--- src/irq_flag_pkg.sv ---
// Register map, field layout and reset values of the interrupt request flag block
package irq_flag_pkg;
	localparam logic [5:0] MAIN_FLAGS_OFS     = 6'h00;
	localparam logic [5:0] WAKE_FLAGS_OFS     = 6'h04;
	localparam logic [5:0] CONTROL_OFS        = 6'h08;
	localparam logic [5:0] IRQ_STATUS_OFS     = 6'h0C;
	localparam logic [5:0] IRQ_MASK_OFS       = 6'h10;
	localparam int         DT_BIT             = 7;
	localparam int         TA_BIT             = 6;
	localparam logic [7:0] MAIN_RSVD_ONES     = 8'h30;
	localparam logic [7:0] WAKE_RSVD_ONES     = 8'hC0;
	localparam logic [7:0] MAIN_FLAG_MASK     = 8'hCF;
	localparam logic [7:0] WAKE_FLAG_MASK     = 8'h3F;
	localparam logic [7:0] FLAGS_RESET        = 8'h00;
	localparam int         CTL_EXT_EDGE_LSB   = 0;
	localparam int         CTL_WAKE_EDGE_LSB  = 8;
	localparam int         CTL_EXT_FUNC_LSB   = 16;
	localparam int         CTL_WAKE_FUNC_LSB  = 20;
	localparam int         CTL_DT_ENABLE_BIT  = 26;
	localparam logic [31:0] CONTROL_RESET     = 32'h0000_0000;
	localparam logic [1:0] IRQ_MAIN_BIT_MASK  = 2'h3;
	localparam logic [1:0] RESP_OKAY          = 2'h0;
	localparam logic [1:0] RESP_SLVERR        = 2'h2;
endpackage

--- src/edge_sense.sv ---
// Per-pin selectable edge detector for the request pins
`timescale 1ns/10ps
module edge_sense
	import irq_flag_pkg::*;
#(
	parameter int WIDTH = 4
) (
	// Clock and reset
	input  wire logic             clk_i,
	input  wire logic             reset_i,
	// Pins and configuration
	input  wire logic [WIDTH-1:0] pin_i,
	input  wire logic [WIDTH-1:0] rising_i,
	input  wire logic [WIDTH-1:0] armed_i,
	// Detected edges
	output logic      [WIDTH-1:0] edge_o
);
	logic [WIDTH-1:0] last_reg;
	logic             primed_reg;

	// Prime one cycle after reset so a pin already high is not taken as an edge
	always_ff @(posedge clk_i) begin
		if (reset_i) begin
			last_reg   <= '0;
			primed_reg <= 1'b0;
		end else begin
			last_reg   <= pin_i;
			primed_reg <= 1'b1;
		end
	end

	// edge select
	always_comb begin
		for (int i = 0; i < WIDTH; i++) begin
			edge_o[i] = primed_reg && armed_i[i] &&
				(rising_i[i] ? (pin_i[i] && !last_reg[i]) : (!pin_i[i] && last_reg[i]));
		end
	end
endmodule

--- src/flag_bank.sv ---
// Bank of sticky request flags: hardware set, software write-zero clear
`timescale 1ns/10ps
module flag_bank
	import irq_flag_pkg::*;
#(
	parameter logic [7:0] FLAG_MASK = 8'hFF
) (
	// Clock and reset
	input  wire logic       clk_i,
	input  wire logic       reset_i,
	// Events and software clear
	input  wire logic [7:0] set_i,
	input  wire logic       wr_i,
	input  wire logic [7:0] wdata_i,
	// Flags
	output logic      [7:0] flags_o
);
	logic [7:0] flags_reg;
	logic [7:0] flags_next;

	always_comb begin
		flags_next = flags_reg;
		// write zero clears, one keeps
		if (wr_i) begin
			flags_next = flags_reg & wdata_i;
		end
		// set wins over clear
		flags_next = (flags_next | set_i) & FLAG_MASK;
	end

	always_ff @(posedge clk_i) begin
		// flags clear at reset
		if (reset_i) begin
			flags_reg <= FLAGS_RESET;
		end else begin
			flags_reg <= flags_next;
		end
	end

	assign flags_o = flags_reg;
endmodule

--- src/irq_flag_regs.sv ---
// Interrupt request flag registers with AXI4-Lite access and summary interrupt
//
// How it works
// Sleep direct transition sets bit 7 when enabled
// Direct transition flag cleared by writing zero
// Timer overflow sets bit 6
// Timer flag cleared by writing zero
// Reserved bits read back as one
// External pin edge sets bits 3..0
// External pin flags cleared by writing zero
// Six wakeup flags in bits 5..0
// Wakeup pin edge sets its flag
// Wakeup flags cleared by writing zero
// All flags zero after reset
// Select bit: 0 falling, 1 rising
// Requests gated by pin or common enable
// Software masks before clearing flags or enables
// Writing one keeps; set beats clear
// Reserved writes ignored; flags drive request outputs
//
// Implementation choices: the address map and register access over AXI4-Lite.
`timescale 1ns/10ps
module irq_flag_regs
	import irq_flag_pkg::*;
(
	// Clock and reset
	input  wire logic        clk_i,
	input  wire logic        reset_i,
	// AXI4-Lite write address
	input  wire logic        s_axi_awvalid,
	output logic             s_axi_awready,
	input  wire logic [31:0] s_axi_awaddr,
	// AXI4-Lite write data
	input  wire logic        s_axi_wvalid,
	output logic             s_axi_wready,
	input  wire logic [31:0] s_axi_wdata,
	input  wire logic [3:0]  s_axi_wstrb,
	// AXI4-Lite write response
	output logic             s_axi_bvalid,
	input  wire logic        s_axi_bready,
	output logic [1:0]       s_axi_bresp,
	// AXI4-Lite read address
	input  wire logic        s_axi_arvalid,
	output logic             s_axi_arready,
	input  wire logic [31:0] s_axi_araddr,
	// AXI4-Lite read data
	output logic             s_axi_rvalid,
	input  wire logic        s_axi_rready,
	output logic [31:0]      s_axi_rdata,
	output logic [1:0]       s_axi_rresp,
	// Event sources
	input  wire logic        sleep_direct_i,
	input  wire logic        timer_overflow_i,
	input  wire logic [3:0]  ext_request_pin_i,
	input  wire logic [5:0]  wakeup_pin_i,
	// Enables from the enable register outside this block
	input  wire logic [3:0]  ext_pin_enable_i,
	input  wire logic        wake_common_enable_i,
	// Request outputs
	output logic [7:0]       main_request_o,
	output logic [5:0]       wake_request_o,
	output logic             irq_o
);
	logic [7:0]  main_interrupt_flags;
	logic [7:0]  wakeup_interrupt_flags;
	logic [31:0] control_reg;
	logic [1:0]  irq_status_reg;
	logic [1:0]  irq_mask_reg;
	logic [31:0] awaddr_reg;
	logic        aw_held_reg;
	logic [31:0] wdata_reg;
	logic [3:0]  wstrb_reg;
	logic        w_held_reg;
	logic        do_write;
	logic [3:0]  ext_edge;
	logic [5:0]  wake_edge;
	logic [7:0]  main_set;
	logic [7:0]  wake_set;
	logic        wr_main;
	logic        wr_wake;
	logic [1:0]  prev_any_reg;
	logic [1:0]  any_flag;

	// Keep address bits 5..2 and zero bits 1..0 so the mask word does not alias the flag word
	function automatic logic [5:0] word_of(input logic [31:0] addr);
		return {addr[5:2], 2'b00};
	endfunction

	function automatic logic addr_ok(input logic [31:0] addr);
		logic [5:0] w;
		w = word_of(addr);
		return (addr[31:6] == '0) && (addr[1:0] == 2'h0) &&
			(w == MAIN_FLAGS_OFS || w == WAKE_FLAGS_OFS || w == CONTROL_OFS ||
			w == IRQ_STATUS_OFS || w == IRQ_MASK_OFS);
	endfunction

	// Write channel: address and data taken in either order
	assign s_axi_awready = !aw_held_reg && !s_axi_bvalid;
	assign s_axi_wready  = !w_held_reg && !s_axi_bvalid;
	assign do_write      = aw_held_reg && w_held_reg && !s_axi_bvalid;

	always_ff @(posedge clk_i) begin
		if (reset_i) begin
			aw_held_reg <= 1'b0;
			awaddr_reg  <= '0;
		end else if (s_axi_awvalid && s_axi_awready) begin
			aw_held_reg <= 1'b1;
			awaddr_reg  <= s_axi_awaddr;
		end else if (do_write) begin
			aw_held_reg <= 1'b0;
		end
	end

	always_ff @(posedge clk_i) begin
		if (reset_i) begin
			w_held_reg <= 1'b0;
			wdata_reg  <= '0;
			wstrb_reg  <= '0;
		end else if (s_axi_wvalid && s_axi_wready) begin
			w_held_reg <= 1'b1;
			wdata_reg  <= s_axi_wdata;
			wstrb_reg  <= s_axi_wstrb;
		end else if (do_write) begin
			w_held_reg <= 1'b0;
		end
	end

	always_ff @(posedge clk_i) begin
		if (reset_i) begin
			s_axi_bvalid <= 1'b0;
			s_axi_bresp  <= RESP_OKAY;
		end else if (do_write) begin
			s_axi_bvalid <= 1'b1;
			s_axi_bresp  <= addr_ok(awaddr_reg) ? RESP_OKAY : RESP_SLVERR;
		end else if (s_axi_bready) begin
			s_axi_bvalid <= 1'b0;
		end
	end

	// Flag bytes live in lane 0; a write without that lane leaves them alone
	assign wr_main = do_write && addr_ok(awaddr_reg) && wstrb_reg[0] &&
		word_of(awaddr_reg) == MAIN_FLAGS_OFS;
	assign wr_wake = do_write && addr_ok(awaddr_reg) && wstrb_reg[0] &&
		word_of(awaddr_reg) == WAKE_FLAGS_OFS;

	// Control: edge selects, pin function and direct transition enable
	always_ff @(posedge clk_i) begin
		if (reset_i) begin
			control_reg <= CONTROL_RESET;
		end else if (do_write && addr_ok(awaddr_reg) &&
				word_of(awaddr_reg) == CONTROL_OFS) begin
			for (int b = 0; b < 4; b++) begin
				if (wstrb_reg[b]) begin
					control_reg[8*b +: 8] <= wdata_reg[8*b +: 8];
				end
			end
			control_reg[31:27] <= '0;
		end
	end

	// external pin edges, only when pin set for interrupt input
	edge_sense #(.WIDTH(4)) ext_sense (
		.clk_i   (clk_i),
		.reset_i (reset_i),
		.pin_i   (ext_request_pin_i),
		.rising_i(control_reg[CTL_EXT_EDGE_LSB +: 4]),
		.armed_i (control_reg[CTL_EXT_FUNC_LSB +: 4]),
		.edge_o  (ext_edge)
	);

	// wakeup pin edges, only when pin set for interrupt input
	edge_sense #(.WIDTH(6)) wake_sense (
		.clk_i   (clk_i),
		.reset_i (reset_i),
		.pin_i   (wakeup_pin_i),
		.rising_i(control_reg[CTL_WAKE_EDGE_LSB +: 6]),
		.armed_i (control_reg[CTL_WAKE_FUNC_LSB +: 6]),
		.edge_o  (wake_edge)
	);

	always_comb begin
		main_set = '0;
		// direct transition when enabled
		main_set[DT_BIT] = sleep_direct_i && control_reg[CTL_DT_ENABLE_BIT];
		// timer overflow
		main_set[TA_BIT] = timer_overflow_i;
		main_set[3:0]    = ext_edge;
		// six wakeup flags
		wake_set = {2'b00, wake_edge};
	end

	// write-zero clear of main flags
	flag_bank #(.FLAG_MASK(MAIN_FLAG_MASK)) main_bank (
		.clk_i  (clk_i),
		.reset_i(reset_i),
		.set_i  (main_set),
		.wr_i   (wr_main),
		.wdata_i(wdata_reg[7:0]),
		.flags_o(main_interrupt_flags)
	);

	// write-zero clear of wakeup flags
	flag_bank #(.FLAG_MASK(WAKE_FLAG_MASK)) wake_bank (
		.clk_i  (clk_i),
		.reset_i(reset_i),
		.set_i  (wake_set),
		.wr_i   (wr_wake),
		.wdata_i(wdata_reg[7:0]),
		.flags_o(wakeup_interrupt_flags)
	);

	// flags drive request lines
	always_comb begin
		main_request_o = main_interrupt_flags;
		// pin enable and common wakeup enable
		main_request_o[3:0] = main_interrupt_flags[3:0] & ext_pin_enable_i;
		wake_request_o = wakeup_interrupt_flags[5:0] & {6{wake_common_enable_i}};
	end

	// Summary events: a register turning non-empty sets its sticky status bit
	assign any_flag = {|wakeup_interrupt_flags, |main_interrupt_flags};

	always_ff @(posedge clk_i) begin
		if (reset_i) begin
			prev_any_reg   <= '0;
			irq_status_reg <= '0;
		end else begin
			prev_any_reg <= any_flag;
			// Set wins over a write-one clear in the same cycle
			irq_status_reg <= (irq_status_reg &
				~((do_write && addr_ok(awaddr_reg) && wstrb_reg[0] &&
				word_of(awaddr_reg) == IRQ_STATUS_OFS) ? wdata_reg[1:0] : 2'b00)) |
				(any_flag & ~prev_any_reg);
		end
	end

	always_ff @(posedge clk_i) begin
		if (reset_i) begin
			irq_mask_reg <= '0;
		end else if (do_write && addr_ok(awaddr_reg) && wstrb_reg[0] &&
				word_of(awaddr_reg) == IRQ_MASK_OFS) begin
			irq_mask_reg <= wdata_reg[1:0] & IRQ_MAIN_BIT_MASK;
		end
	end

	assign irq_o = |(irq_status_reg & irq_mask_reg);

	// Read channel: one read at a time, answer one cycle after the address
	assign s_axi_arready = !s_axi_rvalid;

	always_ff @(posedge clk_i) begin
		if (reset_i) begin
			s_axi_rvalid <= 1'b0;
			s_axi_rdata  <= '0;
			s_axi_rresp  <= RESP_OKAY;
		end else if (s_axi_arvalid && s_axi_arready) begin
			s_axi_rvalid <= 1'b1;
			s_axi_rresp  <= addr_ok(s_axi_araddr) ? RESP_OKAY : RESP_SLVERR;
			case (word_of(s_axi_araddr))
				// reserved bits read as one
				MAIN_FLAGS_OFS: s_axi_rdata <= {24'h0, main_interrupt_flags | MAIN_RSVD_ONES};
				WAKE_FLAGS_OFS: s_axi_rdata <= {24'h0, wakeup_interrupt_flags | WAKE_RSVD_ONES};
				CONTROL_OFS:    s_axi_rdata <= control_reg;
				IRQ_STATUS_OFS: s_axi_rdata <= {30'h0, irq_status_reg};
				IRQ_MASK_OFS:   s_axi_rdata <= {30'h0, irq_mask_reg};
				default:        s_axi_rdata <= 32'h0000_0000;
			endcase
			if (!addr_ok(s_axi_araddr)) begin
				s_axi_rdata <= 32'h0000_0000;
			end
		end else if (s_axi_rready) begin
			s_axi_rvalid <= 1'b0;
		end
	end
endmodule

--- config.mk ---
export PLATFORM = sky130hd
export DESIGN_NAME = irq_flag_regs
export DESIGN_NICKNAME = d
export VERILOG_FILES = /design/src/irq_flag_pkg.sv /design/src/edge_sense.sv /design/src/flag_bank.sv /design/src/irq_flag_regs.sv
export SDC_FILE = /design/constraint.sdc
export NUM_CORES = 1
export LEC_CHECK = 0
export ABC_CLOCK_PERIOD_IN_PS = 1800
export BUFFER_PORTS_ARGS = -buffer_cell sky130_fd_sc_hd__buf_2
export CAP_MARGIN = 20
export CORE_MARGIN = 1
export CORE_UTILIZATION = 35
export CTS_CLUSTER_DIAMETER = 200
export DETAILED_ROUTE_END_ITERATION = 8
export PLACE_DENSITY = 0.63
export SLEW_MARGIN = 20
export SYNTH_ARGS = -nofsm -noshare
export SYNTH_HDL_FRONTEND = slang
export SYNTH_SLANG_ARGS = --single-unit
--- constraint.sdc ---
create_clock -name clk_i -period 1.8 [get_ports clk_i]
set_input_delay 0.09 -clock clk_i [delete_from_list [all_inputs] [get_ports clk_i]]
set_output_delay 0.09 -clock clk_i [all_outputs]
set_load 0.02 [all_outputs]
======== After elaboration in Yosys (flattened, before gate mapping) ========
Cells that the tools add are included.
word-level totals
  register bits after elaboration ......... 161
  input bits .............................. 124
  output and inout port bits .............. 56
  logic and storage cells ................. 176
cells by class
  equal/unequal tests ..................... 8
  muxes and demuxes ....................... 25
  bitwise operators ....................... 12
  reductions and logical operators ........ 108
operators with widths
  kind                                                  number
  one-hot mux 27 bit (5 select lines)                   1
  logical AND 1 bit                                     59
  zero test 26 bit                                      2
  two-way mux 32 bit                                    1
  zero test 1 bit                                       24
  two-way mux 1 bit                                     18
  equality test 4 x 2 -> 1 bit (second input constant)  4
  OR reduction 8 bit                                    2
  bitwise AND 6 bit                                     2
  bitwise AND 8 bit                                     1
  equality test 4 x 1 -> 1 bit (second input constant)  2
  equality test 4 x 3 -> 1 bit (second input constant)  2
  zero test 4 bit                                       2
  logical OR 1 bit                                      8
  two-way mux 8 bit                                     1
  bitwise OR 8 bit                                      1
  AND reduction 2 bit                                   4
  nonzero test 2 bit                                    4
  bitwise AND 2 bit                                     3
  two-way mux 2 bit                                     3
  two-way mux 6 bit                                     1
  bitwise OR 6 bit                                      1
  bitwise AND 4 bit                                     1
  zero test 2 bit                                       2
  3 further kinds                                       4

======== Longest topological paths before layout ========
Gate-level depths: netlist of run 1.
  word-level depth ........................ 13
  mapped depth ............................ 6
  depth with buffers taken out ............ 4

======== By module ========
A second synthesis of run 1 with hierarchy kept.
unflattened totals
  cells, all modules ...................... 763
  area total of the unflattened synthesis .. 6562.5 um^2
by module, submodules not included
  module                    times used  cells each  area an instance (um^2)  sequential area each (um^2)
  irq_flag_regs             1           645         5431.5                   2582.5
  flag_bank                 2           27          285.3                    120.1
  edge_sense at wake_sense  1           38          331.6                    140.1
  edge_sense at ext_sense   1           26          229.0                    100.1

======== Worst setup path after synthesis of run 1 ========
OpenSTA, ideal clock, no wires.
  path type ............................... register to register
  start point ............................. register s_axi_bvalid
  end point ............................... register wdata_reg[23]
  setup time .............................. 70 ps
  arrival ................................. 1545 ps
  data required time ...................... 1730 ps
  path slack .............................. 185 ps
  stages on the path, launching flop included .. 7
  path buffers ............................ 2
  period minus slack after synthesis ...... 1615 ps
  path through ............................ dfxtp_1 nor2_1 and2_1 clkbuf_1 clkbuf_1 nand2_1 a21oi_1
on the way
  cells in the longest elaborated chain, start to end .. 3
RTL lines
  what                      RTL line              source
  start: declaration        irq_flag_regs.sv:39   output logic s_axi_bvalid,
  start signal: assignment  irq_flag_regs.sv:130  s_axi_bvalid <= 1'b0;
  start signal: assignment  irq_flag_regs.sv:133  s_axi_bvalid <= 1'b1;
  start signal: assignment  irq_flag_regs.sv:136  s_axi_bvalid <= 1'b0;
  zero test 1 bit           irq_flag_regs.sv:99   assign s_axi_wready = !w_held_reg && !s_axi_bvalid;
  logical AND 1 bit         irq_flag_regs.sv:99
  named net s_axi_wready    irq_flag_regs.sv:35   output logic s_axi_wready,
  logical AND 1 bit         irq_flag_regs.sv:119  end else if (s_axi_wvalid && s_axi_wready) begin
  end signal: assignment    irq_flag_regs.sv:121  wdata_reg <= s_axi_wdata;
  end: declaration          irq_flag_regs.sv:71   logic [31:0] wdata_reg;
The timed path passes the listed nets, and every way through them passes these cells.
A chain may end at the register's enable or synchronous reset.

======== Final worst setup path of run 1 ========
  start point ............................. register awaddr_reg[2]
  end point ............................... register irq_status_reg[0]
on the way
  cells in the longest elaborated chain, start to end .. 13
  elaborated cells between the ends (all ways) .. 17
  classes of those cells .................. 4 x eq/ne; 1 x mux; 3 x bitwise; 9 x reduce/logical
RTL lines
  what                                                             RTL line              source
  start: declaration                                               irq_flag_regs.sv:69   logic [31:0] awaddr_reg;
  start signal: assignment                                         irq_flag_regs.sv:108  awaddr_reg <= s_axi_awaddr;
  equality test 4 x 1 -> 1 bit or zero test 4 bit (tied branches)  irq_flag_regs.sv:93   (w == MAIN_FLAGS_OFS || w == WAKE_FLAGS_OFS || w == CONTROL_OFS ||
  logical OR 1 bit (3 in a row)                                    irq_flag_regs.sv:93
  logical OR 1 bit                                                 irq_flag_regs.sv:94   w == IRQ_STATUS_OFS || w == IRQ_MASK_OFS);
  logical AND 1 bit                                                irq_flag_regs.sv:92   return (addr[31:6] == '0) && (addr[1:0] == 2'h0) &&
  logical AND 1 bit (2 in a row)                                   irq_flag_regs.sv:231  ~((do_write && addr_ok(awaddr_reg) && wstrb_reg[0] &&
  logical AND 1 bit (*)                                            irq_flag_regs.sv:231
  two-way mux 2 bit (*)                                            irq_flag_regs.sv:232  word_of(awaddr_reg) == IRQ_STATUS_OFS) ? wdata_reg[1:0] : 2'b00)) |
  inverter 2 bit (*)                                               irq_flag_regs.sv:231
  bitwise AND 2 bit (*)                                            irq_flag_regs.sv:230  irq_status_reg <= (irq_status_reg &
  bitwise OR 2 bit (*)                                             irq_flag_regs.sv:232
  end signal: assignment                                           irq_flag_regs.sv:230
  end: declaration                                                 irq_flag_regs.sv:67   logic [1:0] irq_status_reg;
Every way passes the cells marked *; elsewhere a longest branch is shown, timed or not.

==> flow_summary.ini, run 1 <==
[global_routing]
grt_max_degree = 118
antenna_found_initial = 0
gr-usage-all-layers_pct = 19.4
grt.overflow.total = 0
grt_pass1_vias = 5590
grt_pass1_wl_um = 28100

[hold_path]
holdPathStages = 3
min_path_type = in -> reg

[flow_run]
drv_cap = 0

[detailed_routing]
dr.pass1.iters = 5
drc_errors = 0
vias = 6257
wl_per_cell_um = 14.8
drtAntennaViolNets = 0
wl_um = 18400
dr.first_iter.drc_count = 435
vias_per_cell = 5.03

[timing]
tightest_slew_ns = 0.589
holdWs_ns = 0.0387
tns_ns = 0
finalSetupViolCount = 0
hold_viol = 0
slew_viol_final = 0
rsz0062_at_grt = false
finalClockSkew_ns = 0.0109
relSlewSlack_pct = 60.2
period_minus_slack_ns = 1.68
timing.final.crit_share_pct = 93.1
max_freq_ghz = 0.597

[logic_synthesis]
synth-seq-area-share_pct = 47.6
yosysWarnings = 0
netlist_instances = 781
async_flop_share_pct = 0
synthDistinctLibCells = 42
yosysTopAreaCell = dfxtp_1
synth_top_area_share_pct = 47.6
synth_common_cells = nand2_1, dfxtp_1, a21oi_1
avgSynthCellArea_um2 = 8.18
syn_area_um2 = 6390
synth_seq_cells = 152
synth_edf_count = 0
synth_area_leaders = dfxtp_1, nand2_1, a21oi_1, o31ai_1, nand3b_1
synthFlopType = dfxtp_1
yosys.cell_count.top_type = nand2_1

[cells_and_area]
stdcell_area_um2 = 8800
largest_reg_flops = 32
area_growth_pct = 37.7
drive_gt1_share_pct = 22.4
fill_cells = 1776
antenna_cells = 0
layout.nets = 1126

[placement]
hpwl_um = 12400
io_buffers = 165
place_congestion = 0.800
place_area_um2 = 7460

[floorplanning]
io_pins = 180
rows = 49
die-area_um2 = 18800
die_width_um = 137
dieHeight_um = 137
initial_utilization_pct = 35.7
core_um2 = 17900

[clocking]
postCtsSetupRepairBufs = 0
clk_path_buf_depth = 2
cts_htree_levels = 4
cts_root_buf = clkbuf_16
cts_tree = yes
path_clk_slew_ns = 0.06
cts_buffers = 17
cts_sinks = 152
clk_latency_ns = 0.42

[setup_path]
cp_max_fo = 8
endpoint_kind = register
crit_required_ns = 2.08
criticalPathCategory = reg -> reg
arrival_ns = 1.95
start_kind = register
r2r_cells = 4

[power]
power_density_nw_per_um2 = 883
power.leakage_nw = 3.43
ir_worst_vdd_v = 0.000696

[run_status]
status = finished clean
-- worst max-delay path, cell delays in order, from the launching register on --
cell and delay [ns]:
dfxtp_1 0.49, nor4bb_1 0.60, nand3_1 0.16, nor3_1 0.19, o32ai_1 0.10
-- cell type report --
class                      instances  area, um^2  share of cell area (%)
tap                              229         287                    3.26
sequential                       152        3040                    34.6
multi-input combinational        554        3020                    34.3
inverter                          13        48.8                   0.555
timing repair buffer             264        1870                    21.2
clock inverter                     8        73.8                   0.839
clock buffer                      23         458                    5.21
-- routing by layer --
metal | up-vias | wire, um | track usage, %
met1 | 2877 | 8730 | 26.2
met4 | 0 | 202 | 5.56
li1 | 3170 | - | -
met3 | 17 | 1050 | 4.22
met5 | - | 0 | 0
met2 | 193 | 8390 | 30.8
-- worst paths after layout --
path / from / slack, ns / to
setup / recovery: awaddr_reg[2]$_SDFFE_PP0P_ / 0.12 / irq_status_reg[0]$_SDFF_PP0_
setup reg to reg: awaddr_reg[2]$_SDFFE_PP0P_ / 0.12 / irq_status_reg[0]$_SDFF_PP0_
hold / removal: sleep_direct_i / 0.04 / main_bank.flags_o[7]$_SDFF_PP0_
hold reg to reg: prev_any_reg[1]$_SDFF_PP0_ / 0.41 / irq_status_reg[1]$_SDFF_PP0_
-- logic make-up (layout without fill, tap and decap cells) --
logic type             after synthesis  count (layout)  share of synthesized area (%)
multiplexers                         4               4                           1.02
AND/OR/NAND/NOR                    332             332                           26.6
AO/OA/AOI/OAI                      209             209                           18.7
buffers and inverters               83             308                           5.97
other                                1               9                         0.0587
flip-flops                         152             152                           47.6
-- power breakdown --
| group | switching (mW) | internal [mW] | leakage, nW | total [mW] |
|---|---|---|---|---|
| clock | 1.33 | 1.92 | 0.257 | 3.25 |
| sequential | 0.0923 | 3.49 | 1.24 | 3.58 |
| combinational | 0.501 | 0.433 | 1.93 | 0.933 |
-- per-stage QoR --
stage	cells	worst slack (ns)	power, mW	util, %
after floorplan	789	0.185	4.11	-
after global placement	1134	0.0833	4.44	41.7
after detailed placement	1134	0.0815	4.44	41.7
after CTS	1243	0.0663	7.86	49.0
after global routing	1243	0.0143	8.11	49.1
final	1243	0.125	7.77	49.1
-- cells in the final DEF (no fill, tap or decap), drive strengths merged --
| cell | n |
|---|---|
| a211oi | 3 |
| a21oi | 119 |
| a22o | 1 |
| a2bb2oi | 2 |
| a31oi | 3 |
| a41oi | 1 |
| and2 | 16 |
| and3 | 2 |
| and3b | 1 |
| and4 | 3 |
| buf | 186 |
| bufinv | 1 |
| clkbuf | 23 |
| clkinv | 4 |
| clkinvlp | 2 |
| conb | 9 |
| dfxtp | 152 |
| dlygate4sd3 | 78 |
| inv | 14 |
| mux2i | 2 |
| mux4 | 2 |
| nand2 | 171 |
| nand3 | 2 |
| nand3b | 29 |
| nand4 | 32 |
| nor2 | 27 |
| nor2b | 14 |
| nor3 | 4 |
| nor3b | 6 |
| nor4 | 17 |
| nor4b | 2 |
| nor4bb | 1 |
| o211ai | 6 |
| o21ai | 31 |
| o31ai | 41 |
| o32ai | 2 |
| or3b | 4 |
| or4 | 1 |
-- timing repair --
item                                   in CTS  in global routing
hold buffers                               78                  0
gates resized for setup                     0                  4
endpoints found under the hold margin      77                  0
setup endpoints to repair                   0                 42
(Power assumes the default switching activity.)
==> inputs of run 2 (changes only) <==
- SETUP_SLACK_MARGIN: default -> 0.2
==> flow_summary.ini, run 2 (same netlist as run 1, synthesis figures left out) <==
[run_status]
status = finished clean

[clocking]
cts_tree = yes
cts_htree_levels = 4
clk_path_buf_depth = 2
path_clk_slew_ns = 0.06
clk_latency_ns = 0.42
cts_buffers = 17
cts_sinks = 152
cts_root_buf = clkbuf_16

[detailed_routing]
dr.first_iter.drc_count = 340
highest_layer = met4
vias = 6312
wl_um = 19400
drtAntennaViolNets = 0
wl_met1_um = 9070
met2RoutedLength_um = 8920
drc_errors = 0
vias_per_cell = 5.05
wl_per_cell_um = 15.5
dr.pass1.iters = 4
wl_met3_um = 1070

[timing]
timing.final.crit_share_pct = 93.4
holdWs_ns = 0.0925
slew_viol_final = 0
finalSetupViolCount = 0
max_freq_ghz = 0.595
worst_slack_ns = 0.118
rsz0062_at_grt = true
period_minus_slack_ns = 1.68
tns_ns = 0
finalClockSkew_ns = 0.0105
hold_viol = 0

[cells_and_area]
post-route-util_pct = 51.6
drive_gt1_share_pct = 27.7
fill_cells = 1749
largest_reg_flops = 32
final_common_cell = nand2_1
area_growth_pct = 44.6
antenna_cells = 0
layout_common_cells = nand2_1, buf_2, dfxtp_1, a21oi_1, dlygate4sd3_1
layout.nets = 1133

[setup_path]
path_cells = nor4_4, nand4_1, buf_6, clkbuf_16, o31ai_1, a21oi_1
cp_max_fo = 19
crit_required_ns = 2.09
start_kind = register
critical_path.max_stage_delay_ns = 0.34
cp_slowest_cell = dfxtp_2
arrival_ns = 1.97
endpoint_kind = register
criticalPathCategory = reg -> reg

[power]
ir_worst_vdd_v = 0.000720
power_density_nw_per_um2 = 866
power.leakage_nw = 3.59
power.total_mw = 8.00

[global_routing]
antenna_found_initial = 0
grt_max_degree = 84
grt_pass1_vias = 5776
gr-usage-all-layers_pct = 20.1
grt.overflow.total = 0
grt_pass1_wl_um = 29000

[placement]
hpwl_um = 12400
dp_slack_ns = 0.124
place_congestion = 0.766
io_buffers = 165

[floorplanning]
die-area_um2 = 18800
core_um2 = 17900
io_pins = 180
die_width_um = 137
initial_utilization_pct = 35.7
rows = 49
dieHeight_um = 137

[flow_run]
drv_cap = 0

[hold_path]
min_path_type = in -> reg
## run 2: per-layer routing
metal  GRT usage [%]  up-vias
met5               0        -
met2            32.0      194
met1            27.3     2911
met3            4.22       23
met4            5.80        0
li1                -     3184
## run 2: layout make-up
class / count / area, um^2 / area share [%]
tap: 229 / 287 / 3.10
multi-input combinational: 554 / 3280 / 35.5
clock buffer: 21 / 460 / 4.98
sequential: 152 / 3050 / 33.0
inverter: 13 / 48.8 / 0.528
clock inverter: 11 / 97.6 / 1.06
timing repair buffer: 271 / 2010 / 21.8
## run 2: stage by stage
stage               instance area (um^2)  instances
floorplan                           6420        789
global placement                    7440       1134
detailed placement                  7440       1134
CTS                                 8930       1245
global route                        9240       1251
finish                              9240       1251
## run 2: path summary, 6_finish.rpt
| check | startpoint | end | slack, ns | cells past startpoint |
|---|---|---|---|---|
| setup / recovery | awaddr_reg[12]$_SDFFE_PP0P_ | wake_bank.flags_o[5]$_SDFF_PP0_ | 0.12 | 6 |
| hold / removal | sleep_direct_i | main_bank.flags_o[7]$_SDFF_PP0_ | 0.09 | 3 |
| setup reg to reg | awaddr_reg[12]$_SDFFE_PP0P_ | wake_bank.flags_o[5]$_SDFF_PP0_ | 0.12 | 6 |
| hold reg to reg | prev_any_reg[1]$_SDFF_PP0_ | irq_status_reg[1]$_SDFF_PP0_ | 0.41 | 1 |
## run 2: what timing repair did
item                                   in CTS  in global routing
buffers inserted                            1                  1
resized for setup                          26                 37
endpoints found under the hold margin      76                  0
hold buffers                               77                  0
cloned                                      1                  5
pin swaps                                   3                 13
setup endpoints to repair                  43                 43
## run 2: power breakdown
part / internal, mW / switching [mW] / total [mW]
logic: 0.490 / 0.546 / 1.04
registers: 3.49 / 0.108 / 3.60
clock network: 1.97 / 1.39 / 3.37
## run 2: worst max-delay path, delay by kind of cell, from the launching register on
kind	cells	cell delay, ns
buffers and inverters	2	0.38
DFF	1	0.34
AOI/OAI and AO/OA	2	0.39
and+or+nand+nor	2	0.44
==> inputs of run 3 (changes only) <==
- CELL_PAD_IN_SITES_DETAIL_PLACEMENT: default -> 0
- CELL_PAD_IN_SITES_GLOBAL_PLACEMENT: default -> 1
- PLACE_DENSITY: 0.63 -> 0.81
==> flow_summary.ini, run 3 (same netlist as run 1, synthesis figures left out) <==
[cells_and_area]
multi_input_area_um2 = 3480
seq_area_um2 = 3050
layout.nets = 1141
layout_common_cells = nand2_1, buf_2, dfxtp_1, a21oi_1, dlygate4sd3_1
final_common_cell = nand2_1
largest_reg_flops = 32
drive_gt1_share_pct = 28.9
antenna_cells = 0
fill_cells = 1698
area_growth_pct = 49.3

[floorplanning]
rows = 49
die_width_um = 137
io_pins = 180
core_um2 = 17900
dieHeight_um = 137
die-area_um2 = 18800
initial_utilization_pct = 35.7

[setup_path]
endpoint_kind = register
crit_required_ns = 2.08
start_kind = register
crit_start = awaddr_reg[2]$_SDFFE_PP0P_
criticalPathCategory = reg -> reg
r2r-start = awaddr_reg[2]$_SDFFE_PP0P_
cp_max_fo = 8
arrival_ns = 1.92

[hold_path]
min_path_type = in -> reg
worstHoldStart = sleep_direct_i

[clocking]
cts_buffers = 17
clk_latency_ns = 0.42
cts_sinks = 152
cts_htree_levels = 4
path_clk_slew_ns = 0.06
clk_path_buf_depth = 2
cts_tree = yes
cts_root_buf = clkbuf_16

[detailed_routing]
dr.first_iter.drc_count = 366
dr.pass1.iters = 5
drtAntennaViolNets = 0
vias = 6446
wl_um = 20000
vias_per_cell = 5.12
wl_per_cell_um = 15.9
drc_errors = 0

[timing]
hold_viol = 0
max_freq_ghz = 0.610
finalClockSkew_ns = 0.00679
tightest_slew_ns = 0.610
slew_viol_final = 0
finalSetupViolCount = 0
rsz0062_at_grt = true
tns_ns = 0
holdWs_ns = 0.0452
relSlewSlack_pct = 59.3
period_minus_slack_ns = 1.64
timing.final.crit_share_pct = 91.0

[global_routing]
grt_pass1_wl_um = 28600
gr-usage-all-layers_pct = 19.8
grt_max_degree = 121
antenna_found_initial = 0
grt.overflow.total = 0
grt_pass1_vias = 5619

[power]
power_density_nw_per_um2 = 858
power.leakage_nw = 3.68
ir_worst_vdd_v = 0.000663

[run_status]
status = finished clean

[placement]
hpwl_um = 12400
place_congestion = 0.788
io_buffers = 165

[flow_run]
drv_cap = 0
[run 3: cell count changes in the layout (fill, tap and decap cells not counted), sizes merged]
cell / delta
clkinv: -4
inv: -1
buf: +7
bufinv: +1
clkbuf: +5
[run 3: final timing paths]
path	cells after the start	slack, ns	end
worst max-delay path	5	0.16	control_reg[7]$_SDFFE_PP0P_
worst min-delay path	3	0.05	main_bank.flags_o[7]$_SDFF_PP0_
worst max register to register	5	0.16	control_reg[7]$_SDFFE_PP0P_
worst min register to register	1	0.41	irq_status_reg[0]$_SDFF_PP0_
[run 3: layer usage]
metal	GRT usage [%]	vias to the layer above	part of all wire (%)
met1	27.5	2999	46
met5	0	-	0
li1	-	3200	-
met4	5.49	0	1.7
met3	4.63	25	6.3
met2	30.3	222	46
[run 3: area by class of cell]
type	count	share of cell area (%)
Sequential cell	152	31.9
Multi-Input combinational cell	554	36.5
Clock buffer	25	5.09
Clock inverter	7	0.958
Tap cell	229	3.00
Inverter	13	0.512
Timing Repair Buffer	279	22.0
[run 3: per-stage QoR]
stage	setup slack [ns]	cell area (um^2)	utilization, %	instances	power (mW)
floorplan	0.224	6420	-	789	4.12
global placement	0.100	7460	41.7	1137	4.43
detailed placement	0.0728	7460	41.7	1137	4.44
CTS	0.140	8840	49.4	1246	8.06
global route	0.0688	9540	53.3	1259	8.51
finish	0.162	9540	53.3	1259	8.18
[run 3: critical path: stages, from the launching register on]
cell     delay, ns
dfxtp_1       0.39
nor4b_4       0.30
buf_4         0.22
nand2_2       0.23
o31ai_2       0.26
a21oi_1       0.10
[run 3: repair_timing]
| item | 4_1_cts | 5_1_grt |
|---|---|---|
| setup endpoints to repair | 56 | 56 |
| cloned | 0 | 10 |
| resized for setup | 5 | 85 |
| endpoints found under the hold margin | 76 | 0 |
| hold buffers | 77 | 0 |
| setup buffers | 0 | 3 |
| pin swaps | 1 | 23 |
[run 3: power by group]
part           switching [mW]  internal [mW]
Combinational           0.585          0.506
Clock                    1.34           2.15
Sequential              0.110           3.49
Total                    2.04           6.15
